<file path="config.mk">
export PLATFORM = sky130hd
export DESIGN_NAME = pmcr_regs
export DESIGN_NICKNAME = d
export VERILOG_FILES = /design/src/inc/pmcr_pkg.sv /design/src/hw/pmcr_byte_lane.sv /design/src/hw/pmcr_regs.sv
export SDC_FILE = /design/constraint.sdc
export NUM_CORES = 1
export LEC_CHECK = 0
export BUFFER_PORTS_ARGS = -buffer_cell sky130_fd_sc_hd__clkbuf_2
export CAP_MARGIN = 20
export CORE_ASPECT_RATIO = 1.25
export CORE_MARGIN = 5
export CORE_UTILIZATION = 48
export CTS_CLUSTER_SIZE = 12
export DETAILED_ROUTE_END_ITERATION = 6
export GPL_ROUTABILITY_DRIVEN = 0
export PLACE_DENSITY = 0.78
export SYNTH_ARGS = -nofsm -noshare
export SYNTH_HDL_FRONTEND = slang
export SYNTH_SLANG_ARGS = --single-unit
</file>
<file path="constraint.sdc">
create_clock -name clk -period 2.5 [get_ports clk]
set_input_delay 0.25 -clock clk [delete_from_list [all_inputs] [get_ports clk]]
set_output_delay 0.25 -clock clk [all_outputs]
set_load 0.005 [all_outputs]
</file>
<file path="src/inc/pmcr_pkg.sv">
// Constants shared by the power management capability register set.
`default_nettype none
package pmcr_pkg;

  // ==========================================================================
  // Configuration space byte addresses
  localparam logic [7:0] ADDR_CAP_LO = 8'hde;
  localparam logic [7:0] ADDR_CAP_HI = 8'hdf;
  localparam logic [7:0] ADDR_CSR_LO = 8'he0;
  localparam logic [7:0] ADDR_CSR_HI = 8'he1;
  localparam logic [7:0] ADDR_BSE = 8'he2;
  localparam logic [7:0] ADDR_DATA = 8'he3;

  // ==========================================================================
  // Byte lanes of the register set, in address order
  localparam int NUM_BYTES = 6;
  localparam logic [2:0] IDX_CAP_LO = 3'h0;
  localparam logic [2:0] IDX_CAP_HI = 3'h1;
  localparam logic [2:0] IDX_CSR_LO = 3'h2;
  localparam logic [2:0] IDX_CSR_HI = 3'h3;
  localparam logic [2:0] IDX_BSE = 3'h4;
  localparam logic [2:0] IDX_DATA = 3'h5;
  localparam logic [2:0] IDX_NONE = 3'h7;

  // ==========================================================================
  // Reset values and write masks, one byte per lane, lane 0 lowest
  localparam logic [NUM_BYTES-1:0][7:0] RESET_BYTES =
    {8'h00, 8'h00, 8'h00, 8'h00, 8'h7e, 8'h01};
  // Bits that any configuration write may change.
  localparam logic [NUM_BYTES-1:0][7:0] MASK_ALWAYS =
    {8'h00, 8'h00, 8'h81, 8'h03, 8'h00, 8'h00};
  // Bits that change only while the unlock is set, or from the EEPROM.
  localparam logic [NUM_BYTES-1:0][7:0] MASK_UNLOCK =
    {8'hff, 8'h00, 8'h1e, 8'h00, 8'hfe, 8'h3f};

  // ==========================================================================
  // Field values used by the logic
  localparam logic [1:0] PSTATE_D0 = 2'h0;
  localparam logic [1:0] PSTATE_D3HOT = 2'h3;
  localparam logic [2:0] CAP_VERSION_RST = 3'h1;
  localparam logic [4:0] PME_MASK_RST = 5'h0f;
  localparam logic [5:0] BSE_RSVD = 6'h00;
  localparam int NUM_SEC_CLOCKS = 5;

endpackage
`default_nettype wire

</file>
<file path="src/hw/pmcr_byte_lane.sv">
// Next-value logic for one byte of register storage with its write masking.
`timescale 1ns/1ns
`default_nettype none
module pmcr_byte_lane (
  input wire logic [7:0] cur,
  input wire logic [7:0] wdata,
  input wire logic [7:0] mask_always,
  input wire logic [7:0] mask_unlock,
  input wire logic unlock,
  input wire logic wr,
  output logic [7:0] nxt
);

  logic [7:0] mask;

  always_comb begin
    mask = mask_always | (unlock ? mask_unlock : 8'h00);
    nxt = wr ? ((cur & ~mask) | (wdata & mask)) : cur;
  end

endmodule
`default_nettype wire

</file>
<file path="src/hw/pmcr_regs.sv">
// Power management capability registers of a bridge, config space view.
//
// How it works
// - Capability version in bits 2:0 resets to 001b.
// - Capability bits 3 and 4 reset to zero; no wake clock or aux power flag.
// - Capability bit 5 resets to zero; no special initialisation needed.
// - Capability bits 9 and 10 reset to one, advertising D1 and D2.
// - Wake support mask in bits 15:11 resets to 01111b.
// - Writable capability fields and data byte need unlock or EEPROM load.
// - Power state bits 1:0: D0, D1, D2, D3hot; resets to D0.
// - In D3hot with clock control pin high, the five secondary clocks stop.
// - Wake enable bit 8 and wake status bit 15 reset to zero, writable.
// - Data select 12:9 unlock-writable; data scale 14:13 always zero.
// - Extension bit 6 follows the bus power clock control pin.
// - Extension bit 7 follows the bus power clock control pin too.
// - Data byte resets to zero; EEPROM or unlocked write loads it.
// - Unlock bit opens read-only fields; software clears it afterwards.
// - Unlock has no effect on writes to status bits 15 and 8.
`timescale 1ns/1ns
`default_nettype none
module pmcr_regs (
  input wire logic clk,
  input wire logic reset,
  input wire logic cfg_wr,
  input wire logic cfg_rd,
  input wire logic [7:0] cfg_addr,
  input wire logic [7:0] cfg_wdata,
  output logic [7:0] cfg_rdata,
  input wire logic eeprom_load,
  input wire logic [7:0] eeprom_addr,
  input wire logic [7:0] eeprom_data,
  input wire logic readonly_write_unlock_ctrl,
  input wire logic bus_power_clock_ctrl_pin,
  output logic [pmcr_pkg::NUM_SEC_CLOCKS-1:0] secondary_clock_outputs,
  output logic [15:0] pm_capabilities,
  output logic [15:0] pm_control_status,
  output logic [7:0] pm_data_byte
);

  // ==========================================================================
  // Address decode
  function automatic logic [2:0] pmcr_lane(input logic [7:0] addr);
    logic [2:0] idx;
    idx = pmcr_pkg::IDX_NONE;
    if (addr == pmcr_pkg::ADDR_CAP_LO) begin
      idx = pmcr_pkg::IDX_CAP_LO;
    end else if (addr == pmcr_pkg::ADDR_CAP_HI) begin
      idx = pmcr_pkg::IDX_CAP_HI;
    end else if (addr == pmcr_pkg::ADDR_CSR_LO) begin
      idx = pmcr_pkg::IDX_CSR_LO;
    end else if (addr == pmcr_pkg::ADDR_CSR_HI) begin
      idx = pmcr_pkg::IDX_CSR_HI;
    end else if (addr == pmcr_pkg::ADDR_BSE) begin
      idx = pmcr_pkg::IDX_BSE;
    end else if (addr == pmcr_pkg::ADDR_DATA) begin
      idx = pmcr_pkg::IDX_DATA;
    end
    return idx;
  endfunction

  // ==========================================================================
  // State
  typedef struct packed {
    logic [pmcr_pkg::NUM_BYTES-1:0][7:0] bytes;
    logic [7:0] rdata;
    logic [pmcr_pkg::NUM_SEC_CLOCKS-1:0] clk_run;
  } pmcr_state_s;

  pmcr_state_s state_r;
  pmcr_state_s state_nxt;

  logic [2:0] wr_idx;
  logic [2:0] rd_idx;
  logic [7:0] src_data;
  logic src_unlock;
  logic [pmcr_pkg::NUM_BYTES-1:0][7:0] lane_nxt;
  logic clk_stop;

  // An EEPROM load wins over a configuration write in the same cycle; the
  // loader runs straight after reset, before software touches the bridge.
  always_comb begin
    wr_idx = eeprom_load ? pmcr_lane(eeprom_addr) : pmcr_lane(cfg_addr);
    src_data = eeprom_load ? eeprom_data : cfg_wdata;
    src_unlock = eeprom_load | readonly_write_unlock_ctrl;
    rd_idx = pmcr_lane(cfg_addr);
  end

  // ==========================================================================
  // Byte lanes
  // Masks hold reserved and fixed bits at their reset value.
  genvar g;
  generate
    for (g = 0; g < pmcr_pkg::NUM_BYTES; g++) begin : g_lane
      pmcr_byte_lane u_lane (
        .cur(state_r.bytes[g]),
        .wdata(src_data),
        .mask_always(pmcr_pkg::MASK_ALWAYS[g]),
        .mask_unlock(pmcr_pkg::MASK_UNLOCK[g]),
        .unlock(src_unlock),
        .wr((eeprom_load | cfg_wr) && wr_idx == 3'(g)),
        .nxt(lane_nxt[g])
      );
    end
  endgenerate

  // ==========================================================================
  // Next state
  always_comb begin
    state_nxt = state_r;
    state_nxt.bytes = lane_nxt;
    clk_stop = state_r.bytes[pmcr_pkg::IDX_CSR_LO][1:0] ==
      pmcr_pkg::PSTATE_D3HOT && bus_power_clock_ctrl_pin;
    state_nxt.clk_run = {pmcr_pkg::NUM_SEC_CLOCKS{~clk_stop}};
    if (cfg_rd) begin
      if (rd_idx == pmcr_pkg::IDX_BSE) begin
        state_nxt.rdata = {bus_power_clock_ctrl_pin,
          bus_power_clock_ctrl_pin, pmcr_pkg::BSE_RSVD};
      end else if (rd_idx == pmcr_pkg::IDX_NONE) begin
        state_nxt.rdata = 8'h00;
      end else begin
        state_nxt.rdata = state_r.bytes[rd_idx];
      end
    end
    if (reset) begin
      state_nxt.bytes = pmcr_pkg::RESET_BYTES;
      state_nxt.rdata = 8'h00;
      state_nxt.clk_run = {pmcr_pkg::NUM_SEC_CLOCKS{1'b1}};
    end
  end

  always_ff @(posedge clk) begin
    state_r <= state_nxt;
  end

  // ==========================================================================
  // Outputs
  always_comb begin
    cfg_rdata = state_r.rdata;
    secondary_clock_outputs = state_r.clk_run;
    pm_capabilities = {state_r.bytes[pmcr_pkg::IDX_CAP_HI],
      state_r.bytes[pmcr_pkg::IDX_CAP_LO]};
    pm_control_status = {state_r.bytes[pmcr_pkg::IDX_CSR_HI],
      state_r.bytes[pmcr_pkg::IDX_CSR_LO]};
    pm_data_byte = state_r.bytes[pmcr_pkg::IDX_DATA];
  end

  // ==========================================================================
  // Checks
  version_reset_a: assert property (
    @(posedge clk) reset |=>
      pm_capabilities[2:0] == pmcr_pkg::CAP_VERSION_RST)
    else $error("Capability version wrong after reset.");

  pme_flags_reset_a: assert property (
    @(posedge clk) reset |=> pm_capabilities[4:3] == 2'h0)
    else $error("Wake clock or aux power flag set after reset.");

  dsi_reset_a: assert property (
    @(posedge clk) reset |=> !pm_capabilities[5])
    else $error("Special initialisation flag set after reset.");

  d1_d2_reset_a: assert property (
    @(posedge clk) reset |=> pm_capabilities[10:9] == 2'h3)
    else $error("D1 or D2 support missing after reset.");

  pme_mask_reset_a: assert property (
    @(posedge clk) reset |=>
      pm_capabilities[15:11] == pmcr_pkg::PME_MASK_RST &&
      pm_control_status == 16'h0000 && pm_data_byte == 8'h00)
    else $error("Wake mask or control word wrong after reset.");

  locked_cap_a: assert property (
    @(posedge clk) disable iff (reset)
      cfg_wr && !eeprom_load && !readonly_write_unlock_ctrl &&
      (cfg_addr == pmcr_pkg::ADDR_CAP_LO ||
       cfg_addr == pmcr_pkg::ADDR_CAP_HI) |=> $stable(pm_capabilities))
    else $error("Locked capability word changed.");

  pstate_write_a: assert property (
    @(posedge clk) disable iff (reset)
      cfg_wr && !eeprom_load && cfg_addr == pmcr_pkg::ADDR_CSR_LO |=>
      pm_control_status[1:0] == $past(cfg_wdata[1:0]) &&
      pm_control_status[7:2] == 6'h00)
    else $error("Power state write not taken.");

  clock_stop_a: assert property (
    @(posedge clk) disable iff (reset)
      pm_control_status[1:0] == pmcr_pkg::PSTATE_D3HOT &&
      bus_power_clock_ctrl_pin |=> secondary_clock_outputs == 5'h00)
    else $error("Secondary clocks run in D3hot.");

  pme_bits_a: assert property (
    @(posedge clk) disable iff (reset)
      cfg_wr && !eeprom_load && cfg_addr == pmcr_pkg::ADDR_CSR_HI |=>
      pm_control_status[15] == $past(cfg_wdata[7]) &&
      pm_control_status[8] == $past(cfg_wdata[0]))
    else $error("Wake enable or status write not taken.");

  data_scale_a: assert property (
    @(posedge clk) disable iff (reset) pm_control_status[14:13] == 2'b00)
    else $error("Data scale not zero.");

  ext_pin_a: assert property (
    @(posedge clk) disable iff (reset)
      cfg_rd && cfg_addr == pmcr_pkg::ADDR_BSE |=>
      cfg_rdata == {{2{$past(bus_power_clock_ctrl_pin)}}, 6'h00})
    else $error("Extension byte does not show the pin.");

  data_lock_a: assert property (
    @(posedge clk) disable iff (reset)
      cfg_wr && !eeprom_load && !readonly_write_unlock_ctrl &&
      cfg_addr == pmcr_pkg::ADDR_DATA |=> $stable(pm_data_byte))
    else $error("Locked data byte changed.");

  reserved_zero_a: assert property (
    @(posedge clk) disable iff (reset)
      pm_capabilities[8:6] == 3'h0 && pm_control_status[7:2] == 6'h00)
    else $error("Reserved bits not zero.");

endmodule
`default_nettype wire

</file>
## Word level (Yosys, flattened, before mapping)

Cells that the tools add are included.

- Magnitude comparators: 1
- Equal/unequal tests: 19
- Multiplexer cells: 22
- Bitwise gates (word level): 20
- Reduce and logical (&&, ||, !) cells: 7

Operator list:

| kind | number |
|---|---|
| 8-bit equality test, second input constant | 12 |
| 8-bit bitwise AND | 8 |
| 8-bit two-way mux | 6 |
| 8-bit inverter | 4 |
| 8-bit OR | 4 |
| 3-bit two-way mux | 9 |
| 8-bit binary-select mux with 3-bit select | 1 |
| 3-bit equality test, second input constant | 3 |
| 2-bit two-way mux | 4 |
| 8-bit by 2-bit OR with 8-bit output | 1 |
| 3-bit by 2-bit equality test with 1-bit output, second input constant | 2 |
| 1-bit logical AND | 6 |
| 6-bit two-way mux | 1 |
| 5-bit two-way mux | 1 |
| 3-bit by 4-bit less-than comparator with 1-bit output, second input constant | 1 |
| 3-bit by 1-bit equality test with 1-bit output, second input constant | 1 |
| 3-bit logical NOT | 1 |
| 2-bit equality test, second input constant | 1 |
| 1-bit OR | 2 |
| 1-bit inverter | 1 |

- Flip-flop bits (word level): 49
- Input port bits: 39
- Output and inout port bits: 53
- Logic and storage cells: 76

## Depth between registers and ports, before layout

Gate-level depths: netlist (run 1).

- Depth in word-level cells: 11
- Depth in mapped cells: 8
- Mapped depth without buffers: 5

## Hierarchy

Synthesis (run 1) repeated with hierarchy kept, for this count alone.

- Cell total of the unflattened synthesis: 509
- Area total of the unflattened synthesis: 4,058.9 µm²

Modules (own cells, without submodules):

| module | times used | cells an instance | area an instance (µm²) |
|---|---|---|---|
| pmcr_regs | 1 | 289 | 2,576.2 |
| pmcr_byte_lane | 5 | 44 | 296.5 |

## Worst setup path after synthesis (run 1)

OpenSTA, ideal clock, no wires.

- Path kind: input to register
- Start: input cfg_addr[2]
- End: register state_r, in the netlist pm_data_byte[7]
- Library setup time: 123 ps
- Arrival time: 2,017 ps
- Required time: 2,377 ps
- Path slack: 360 ps
- Stages: 7
- Path through: or4b_1 or2_0 buf_2 a211o_4 nand4b_2 buf_6 mux2_1

- Longest elaborated chain between the ends: 10

Ends and longest elaborated chain:

| item | RTL line | text |
|---|---|---|
| from (decl) | pmcr_regs.sv:26 | `input wire logic [7:0] cfg_addr,` |
| 8-bit equality test | pmcr_regs.sv:55 | `end else if (addr == pmcr_pkg::ADDR_DATA) begin` |
| 2-bit two-way mux | pmcr_regs.sv:55 |  |
| 2-bit two-way mux | pmcr_regs.sv:53 | `end else if (addr == pmcr_pkg::ADDR_BSE) begin` |
| 3-bit two-way mux | pmcr_regs.sv:51 | `end else if (addr == pmcr_pkg::ADDR_CSR_HI) begin` |
| 3-bit two-way mux | pmcr_regs.sv:49 | `end else if (addr == pmcr_pkg::ADDR_CSR_LO) begin` |
| 3-bit two-way mux | pmcr_regs.sv:47 | `end else if (addr == pmcr_pkg::ADDR_CAP_HI) begin` |
| 3-bit two-way mux * | pmcr_regs.sv:45 | `if (addr == pmcr_pkg::ADDR_CAP_LO) begin` |
| 3-bit two-way mux * | pmcr_regs.sv:82 | `wr_idx = eeprom_load ? pmcr_lane(eeprom_addr) : pmcr_lane(cfg_addr);` |
| 3-bit equality test * | pmcr_regs.sv:100 | `.wr((eeprom_load \| cfg_wr) && wr_idx == 3'(g)),` |
| 1-bit logical AND * | pmcr_regs.sv:100 |  |
| to (signal assigned) | pmcr_regs.sv:132 | `state_r <= state_nxt;` |
| to (decl) | pmcr_regs.sv:69 | `pmcr_state_s state_r;` |

Every way passes the cells marked *; elsewhere a longest branch is shown, timed or not.
A chain may end at the register's enable or synchronous reset.

## Worst setup path after layout (run 1)

- Start: input cfg_addr[2]
- End: register state_r, in the netlist pm_capabilities[0]

- Longest elaborated chain between the ends: 10

Ends and longest elaborated chain:

| item | RTL line |
|---|---|
| 8-bit equality test | pmcr_regs.sv:55 |
| 2-bit two-way mux | pmcr_regs.sv:55 |
| 2-bit two-way mux | pmcr_regs.sv:53 |
| 3-bit two-way mux | pmcr_regs.sv:51 |
| 3-bit two-way mux | pmcr_regs.sv:49 |
| 3-bit two-way mux | pmcr_regs.sv:47 |
| 3-bit two-way mux * | pmcr_regs.sv:45 |
| 3-bit two-way mux * | pmcr_regs.sv:82 |
| 3-bit logical NOT * | pmcr_regs.sv:100 |
| 1-bit logical AND * | pmcr_regs.sv:100 |

Marks and branches as above.

==> flow_summary.yaml, run 1 <==
logic_synthesis:
  ys_top_cells_by_count: "38 x dfxtp_1, 26 x mux2i_1, 24 x nor2_1"
  synth_flop_cell: "dfxtp_1"
  yosys-top-cells-area: "dfxtp_1 34%, mux2i_1 12%, buf_4 5.1%, nor2_1 4.1%, nand2_1 3.9%"
  synthCells: 253
  ys_ff_latch: 38
  ys_types: 53
  avgSynthCellArea_um2: 8.72
  yosysTopAreaCell: "dfxtp_1"
  yosysSeqAreaShare_pct: 34.5
  syn-cell-area_mm2: 0.00221
  synth_top_area_share_pct: 34.5
  synth_edf_count: 0
  ys_warn_count: 0
  yosysMostFrequentCell: "dfxtp_1"
  async_flop_share_pct: 0
setup_path:
  path_max_fanout: 10
  crit_path_start_kind: "primary input"
  crit-reg2reg-capture: "cfg_rdata[0]$_SDFFE_PP0P_"
  regToRegSetupSlack_ps: 1310
  worst_ep_arrival_time_ps: 2080
  reg2reg_depth: 3
  crit_type: "primary input to flip-flop"
  rr_startpoint: "pm_control_status[0]$_SDFFE_PP0P_"
  cp-end-kind: "flip-flop"
  crit_required_ps: 2690
place:
  portBuffers: 80
  place_hpwl_mm: 4.67
  pre_cts_slack_ps: 317
  dp.cells: 379
sta:
  period_share_pct: 75.7
  setup_violations: 0
  setup_slack_ps: 608
  finalHoldViolCount: 0
  finalCriticalPeriod_ps: 1890
  fin_setup_tns_ps: 0
  max_freq_mhz: 529
  finalMaxSlewViolations: 0
  worst_slew_pin_slew_ps: 650
  finClkSkew_ps: 2.57
  slew_headroom_pct: 56.6
  rsz0062_at_grt: "false"
clock_tree:
  cts_resized: 0
  h-tree-depth: 2
  cts_root_buffer: "clkbuf_8"
  insertion_delay_ps: 290
  cts_setup_buffers: 0
  cts.sinks: 38
  ctsHoldBuffers: 0
  cts.reportedPaths.clkPinSlew_ps: 70
  numCtsBuffers: 5
  cts_tree: "done"
  clockBufferDepth: 2
cells_and_area:
  diodes: 0
  nets: 367
  area_growth_pct: 21.8
  fillCellCount: 415
  drive_above_1_share_pct: 33.1
  fin_cells: 387
global_routing:
  grt_max_degree: 31
  grt_pass1_vias: 2079
  antenna_found_initial: 0
  grt-ovfl-total: 0
  grt_util_all_layers_pct: 19.9
  grt_pass1_wl_mm: 9.85
power_and_ir_drop:
  vdd_drop_max_mv: 0.414
  power.density_mw_per_mm2: 455
  leakage_uw: 0.00124
floorplanning:
  dieHeight_um: 85.8
  die_w_um: 70.7
  core-area_mm2: 0.00443
  start_util_pct: 49.9
  die_area_mm2: 0.00606
  io_pins: 92
  fp-row-count: 27
detailed_routing:
  wire_per_inst_um: 15.4
  drc_errors: 0
  ant_nets: 0
  first_pass_iters: 4
  drt-total-wl_mm: 5.94
  first_iter_violations: 176
  via_per_inst: 5.45
  num_vias: 2108
hold_path:
  whs_path_depth: 2
  hp-start: "bus_power_clock_ctrl_pin"
  min_to: "secondary_clock_outputs[0]$_SDFF_PP1_"
  hold_path_class: "primary input to flip-flop"
flow_run:
  drv_cap: 0
status:
  status: "complete, no violations"
where the power goes:
part | leakage, uW | internal [uW] | switching (uW) | total, uW
sequential | 0.000308 | 617 | 7.98 | 625
combinational | 0.000883 | 71.2 | 93.3 | 165
clock | 0.0000482 | 222 | 212 | 434
total | 0.00124 | 910 | 313 | 1220
stage by stage:
stage               instance area, um^2  utilization [%]  hold WS (ps)  power (uW)
global placement                   2600             58.7           423         799
finish                             2690             60.7           175        1220
detailed placement                 2600             58.7           432         802
global route                       2690             60.7           184        1280
CTS                                2690             60.7           172        1230
floorplan                          2240                -           344         744
routing by layer:
metal | up-vias | part of all wire [%] | global-route usage, %
met5 | - | 0 | 0
met4 | 0 | 1.8 | 6.50
met3 | 10 | 8.3 | 5.98
met2 | 89 | 48 | 33.5
met1 | 969 | 42 | 24.2
li1 | 1040 | - | -
worst max-delay path, cell delays in order:
cell and delay (ps):
clkbuf_2 90, or4b_1 530, buf_4 190, a211oi_1 290, and4b_1 420, o21ai_0 120
a21o_1 190
cells by family (layout without fill, tap and decap cells):
kind of cell | Yosys count | count (layout) | synth area share (%)
simple gates | 94 | 94 | 22.9
compound gates | 50 | 50 | 17.3
flops | 38 | 38 | 34.5
buf+inv | 36 | 102 | 9.24
mux | 34 | 34 | 15.9
other cells | 1 | 11 | 0.170
how the worst max path moves through the flow:
stage	endpoint	slack, ps	startpoint
final	pm_capabilities[0]$_SDFFE_PP1P_	610	cfg_addr[2]
after global routing	pm_capabilities[0]$_SDFFE_PP1P_	480	cfg_addr[2]
after CTS	pm_control_status[9]$_SDFFE_PP0P_	600	cfg_addr[2]
after detailed placement	pm_capabilities[15]$_SDFFE_PP0P_	320	cfg_addr[2]
after global placement	pm_capabilities[0]$_SDFFE_PP1P_	310	cfg_addr[2]
after floorplan	pm_data_byte[7]$_SDFFE_PP0P_	360	cfg_addr[2]
layout make-up:
type                       instances  area [um^2]  share of cell area (%)
clock inverter                     1         5.00                   0.186
inverter                           6         22.5                   0.838
tap                               58         72.6                    2.70
sequential                        38          761                    28.3
multi-input combinational        189         1280                    47.6
timing repair buffer              88          460                    17.1
clock buffer                       7         86.3                    3.21
flip-flops by register name, indices dropped and copies added, names as in the netlist:
signal,count
secondary_clock_outputs,1
cfg_rdata,8
pm_control_status,8
pm_capabilities,13
pm_data_byte,8
cells in the final DEF, fill, tap and decap left out, drive strengths merged, types with 3 or more instances in the layout:
master and count:
o21ai 4, dfxtp 38, nand2 23, o2bb2ai 4
or2 4, a22oi 4, nor3 17, or3 3
a21oi 11, nand2b 3, mux2i 26, buf 8
clkbuf 87, nor2b 4, a21o 3, a211oi 6
mux2 8, conb 11, nand4b 4, inv 6
nand4 4, nor2 24
(Power assumes the default switching activity.)
==> run 2: changes to the inputs <==
Clock period 2.5 ns to 1.9 ns, I/O delays scaled along.
==> flow_summary.yaml, run 2 (synthesized netlist as in run 1, its figures left out) <==
clock_tree:
  numCtsBuffers: 5
  insertion_delay_ps: 290
  h-tree-depth: 2
  cts_setup_buffers: 0
  cts_tree: "done"
  cts.sinks: 38
  ctsHoldBuffers: 0
  cts_root_buffer: "clkbuf_8"
  clockBufferDepth: 2
  cts.reportedPaths.clkPinSlew_ps: 70
  cts_resized: 0
sta:
  slew_headroom_pct: 58.1
  period_share_pct: 93.4
  finalMaxSlewViolations: 0
  rsz0062_at_grt: "false"
  finalHoldViolCount: 0
  setup_violations: 0
  fin_setup_tns_ps: 0
  finClkSkew_ps: 5.67
  max_freq_mhz: 564
  finalCriticalPeriod_ps: 1770
  setup_slack_ps: 126
  worst_slew_pin_slew_ps: 628
floorplanning:
  dieHeight_um: 85.8
  fp-row-count: 27
  die_w_um: 70.7
  die_area_mm2: 0.00606
  core-area_mm2: 0.00443
  start_util_pct: 49.9
  io_pins: 92
cells_and_area:
  diodes: 0
  drive_above_1_share_pct: 36.3
  nets: 382
  layout_common_cells: "80 x clkbuf_2, 38 x dfxtp_1, 26 x mux2i_1"
  area_growth_pct: 29.2
  final_util_pct: 64.4
  final_area_mm2: 0.00285
  layout_commonest_cell: "clkbuf_2"
  largest_reg_flops: 13
status:
  status: "complete, no violations"
setup_path:
  max_stage_delay_ps: 540
  worst_ep_arrival_time_ps: 1980
  path_max_fanout: 10
  regToRegSetupSlack_ps: 790
  cp-end-kind: "flip-flop"
  cp_cell_sequence: "clkbuf_2, or4b_1, buf_4, a211oi_1, and4b_1, buf_4, nor3_1, nor3_1"
  slowest_stage: "or4b_1"
  crit_required_ps: 2110
  crit_type: "primary input to flip-flop"
  crit_path_start_kind: "primary input"
  cp_top_family: "simple AND/OR/NAND/NOR gates"
  critPathBufInv: 3
detailed_routing:
  first_iter_violations: 99
  via_per_inst: 5.39
  drt-total-wl_mm: 6.03
  wire_per_inst_um: 15.0
  num_vias: 2166
  drc_errors: 0
  first_pass_iters: 5
  ant_nets: 0
global_routing:
  grt_pass1_wl_mm: 9.86
  grt_pass1_vias: 2161
  grt-ovfl-total: 0
  grt_util_all_layers_pct: 20.2
  antenna_found_initial: 0
  grt_max_degree: 32
power_and_ir_drop:
  leakage_uw: 0.00134
  vdd_drop_max_mv: 0.507
  power.density_mw_per_mm2: 661
place:
  place_hpwl_mm: 4.86
  placed_cell_area_mm2: 0.00271
  portBuffers: 80
  pre_cts_slack_ps: -148
flow_run:
  drv_cap: 0
hold_path:
  hold_path_class: "primary input to flip-flop"
## run 2: changes by cell type in the layout (fill, tap and decap cells not counted)
cell	before	now
buf_4	8	23
bufinv_16	0	2
clkbuf_1	1	0
clkinv_2	1	0
## run 2: layout make-up
class	count	area [um^2]
Fill cell	382	1570
Multi-Input combinational cell	189	1280
Sequential cell	38	761
Timing Repair Buffer	103	573
Clock buffer	6	82.6
Tap cell	58	72.6
Clock inverter	2	60.1
Inverter	6	22.5
## run 2: worst paths after layout
check,from,to,depth (start not counted)
worst max register to register,pm_control_status[0]$_SDFFE_PP0P_,cfg_rdata[0]$_SDFFE_PP0P_,3
worst min-delay path,bus_power_clock_ctrl_pin,secondary_clock_outputs[0]$_SDFF_PP1_,2
worst min register to register,pm_control_status[0]$_SDFFE_PP0P_,secondary_clock_outputs[0]$_SDFF_PP1_,1
worst max-delay path,cfg_addr[2],pm_capabilities[1]$_SDFFE_PP0P_,8
## run 2: per-stage QoR
step | total power, uW | hold WS, ps | cells
floorplan | 979 | 284 | 263
global placement | 1060 | 405 | 394
detailed placement | 1070 | 419 | 394
CTS | 1900 | 112 | 402
global route | 1960 | 119 | 402
finish | 1890 | 114 | 402
## run 2: power breakdown
part	switching [uW]	leakage [uW]	internal (uW)	total, uW
combinational	126	0.000957	102	228
sequential	10.1	0.000308	811	821
clock	276	0.0000714	560	836
total	412	0.00134	1470	1890
## run 2: routing by layer
metal	track usage, %	part of all wire, %	wire length [um]
met5	0	0	0
met4	6.67	1.7	105
met3	5.86	7.6	457
met2	36.5	51	3070
met1	22.6	40	2400
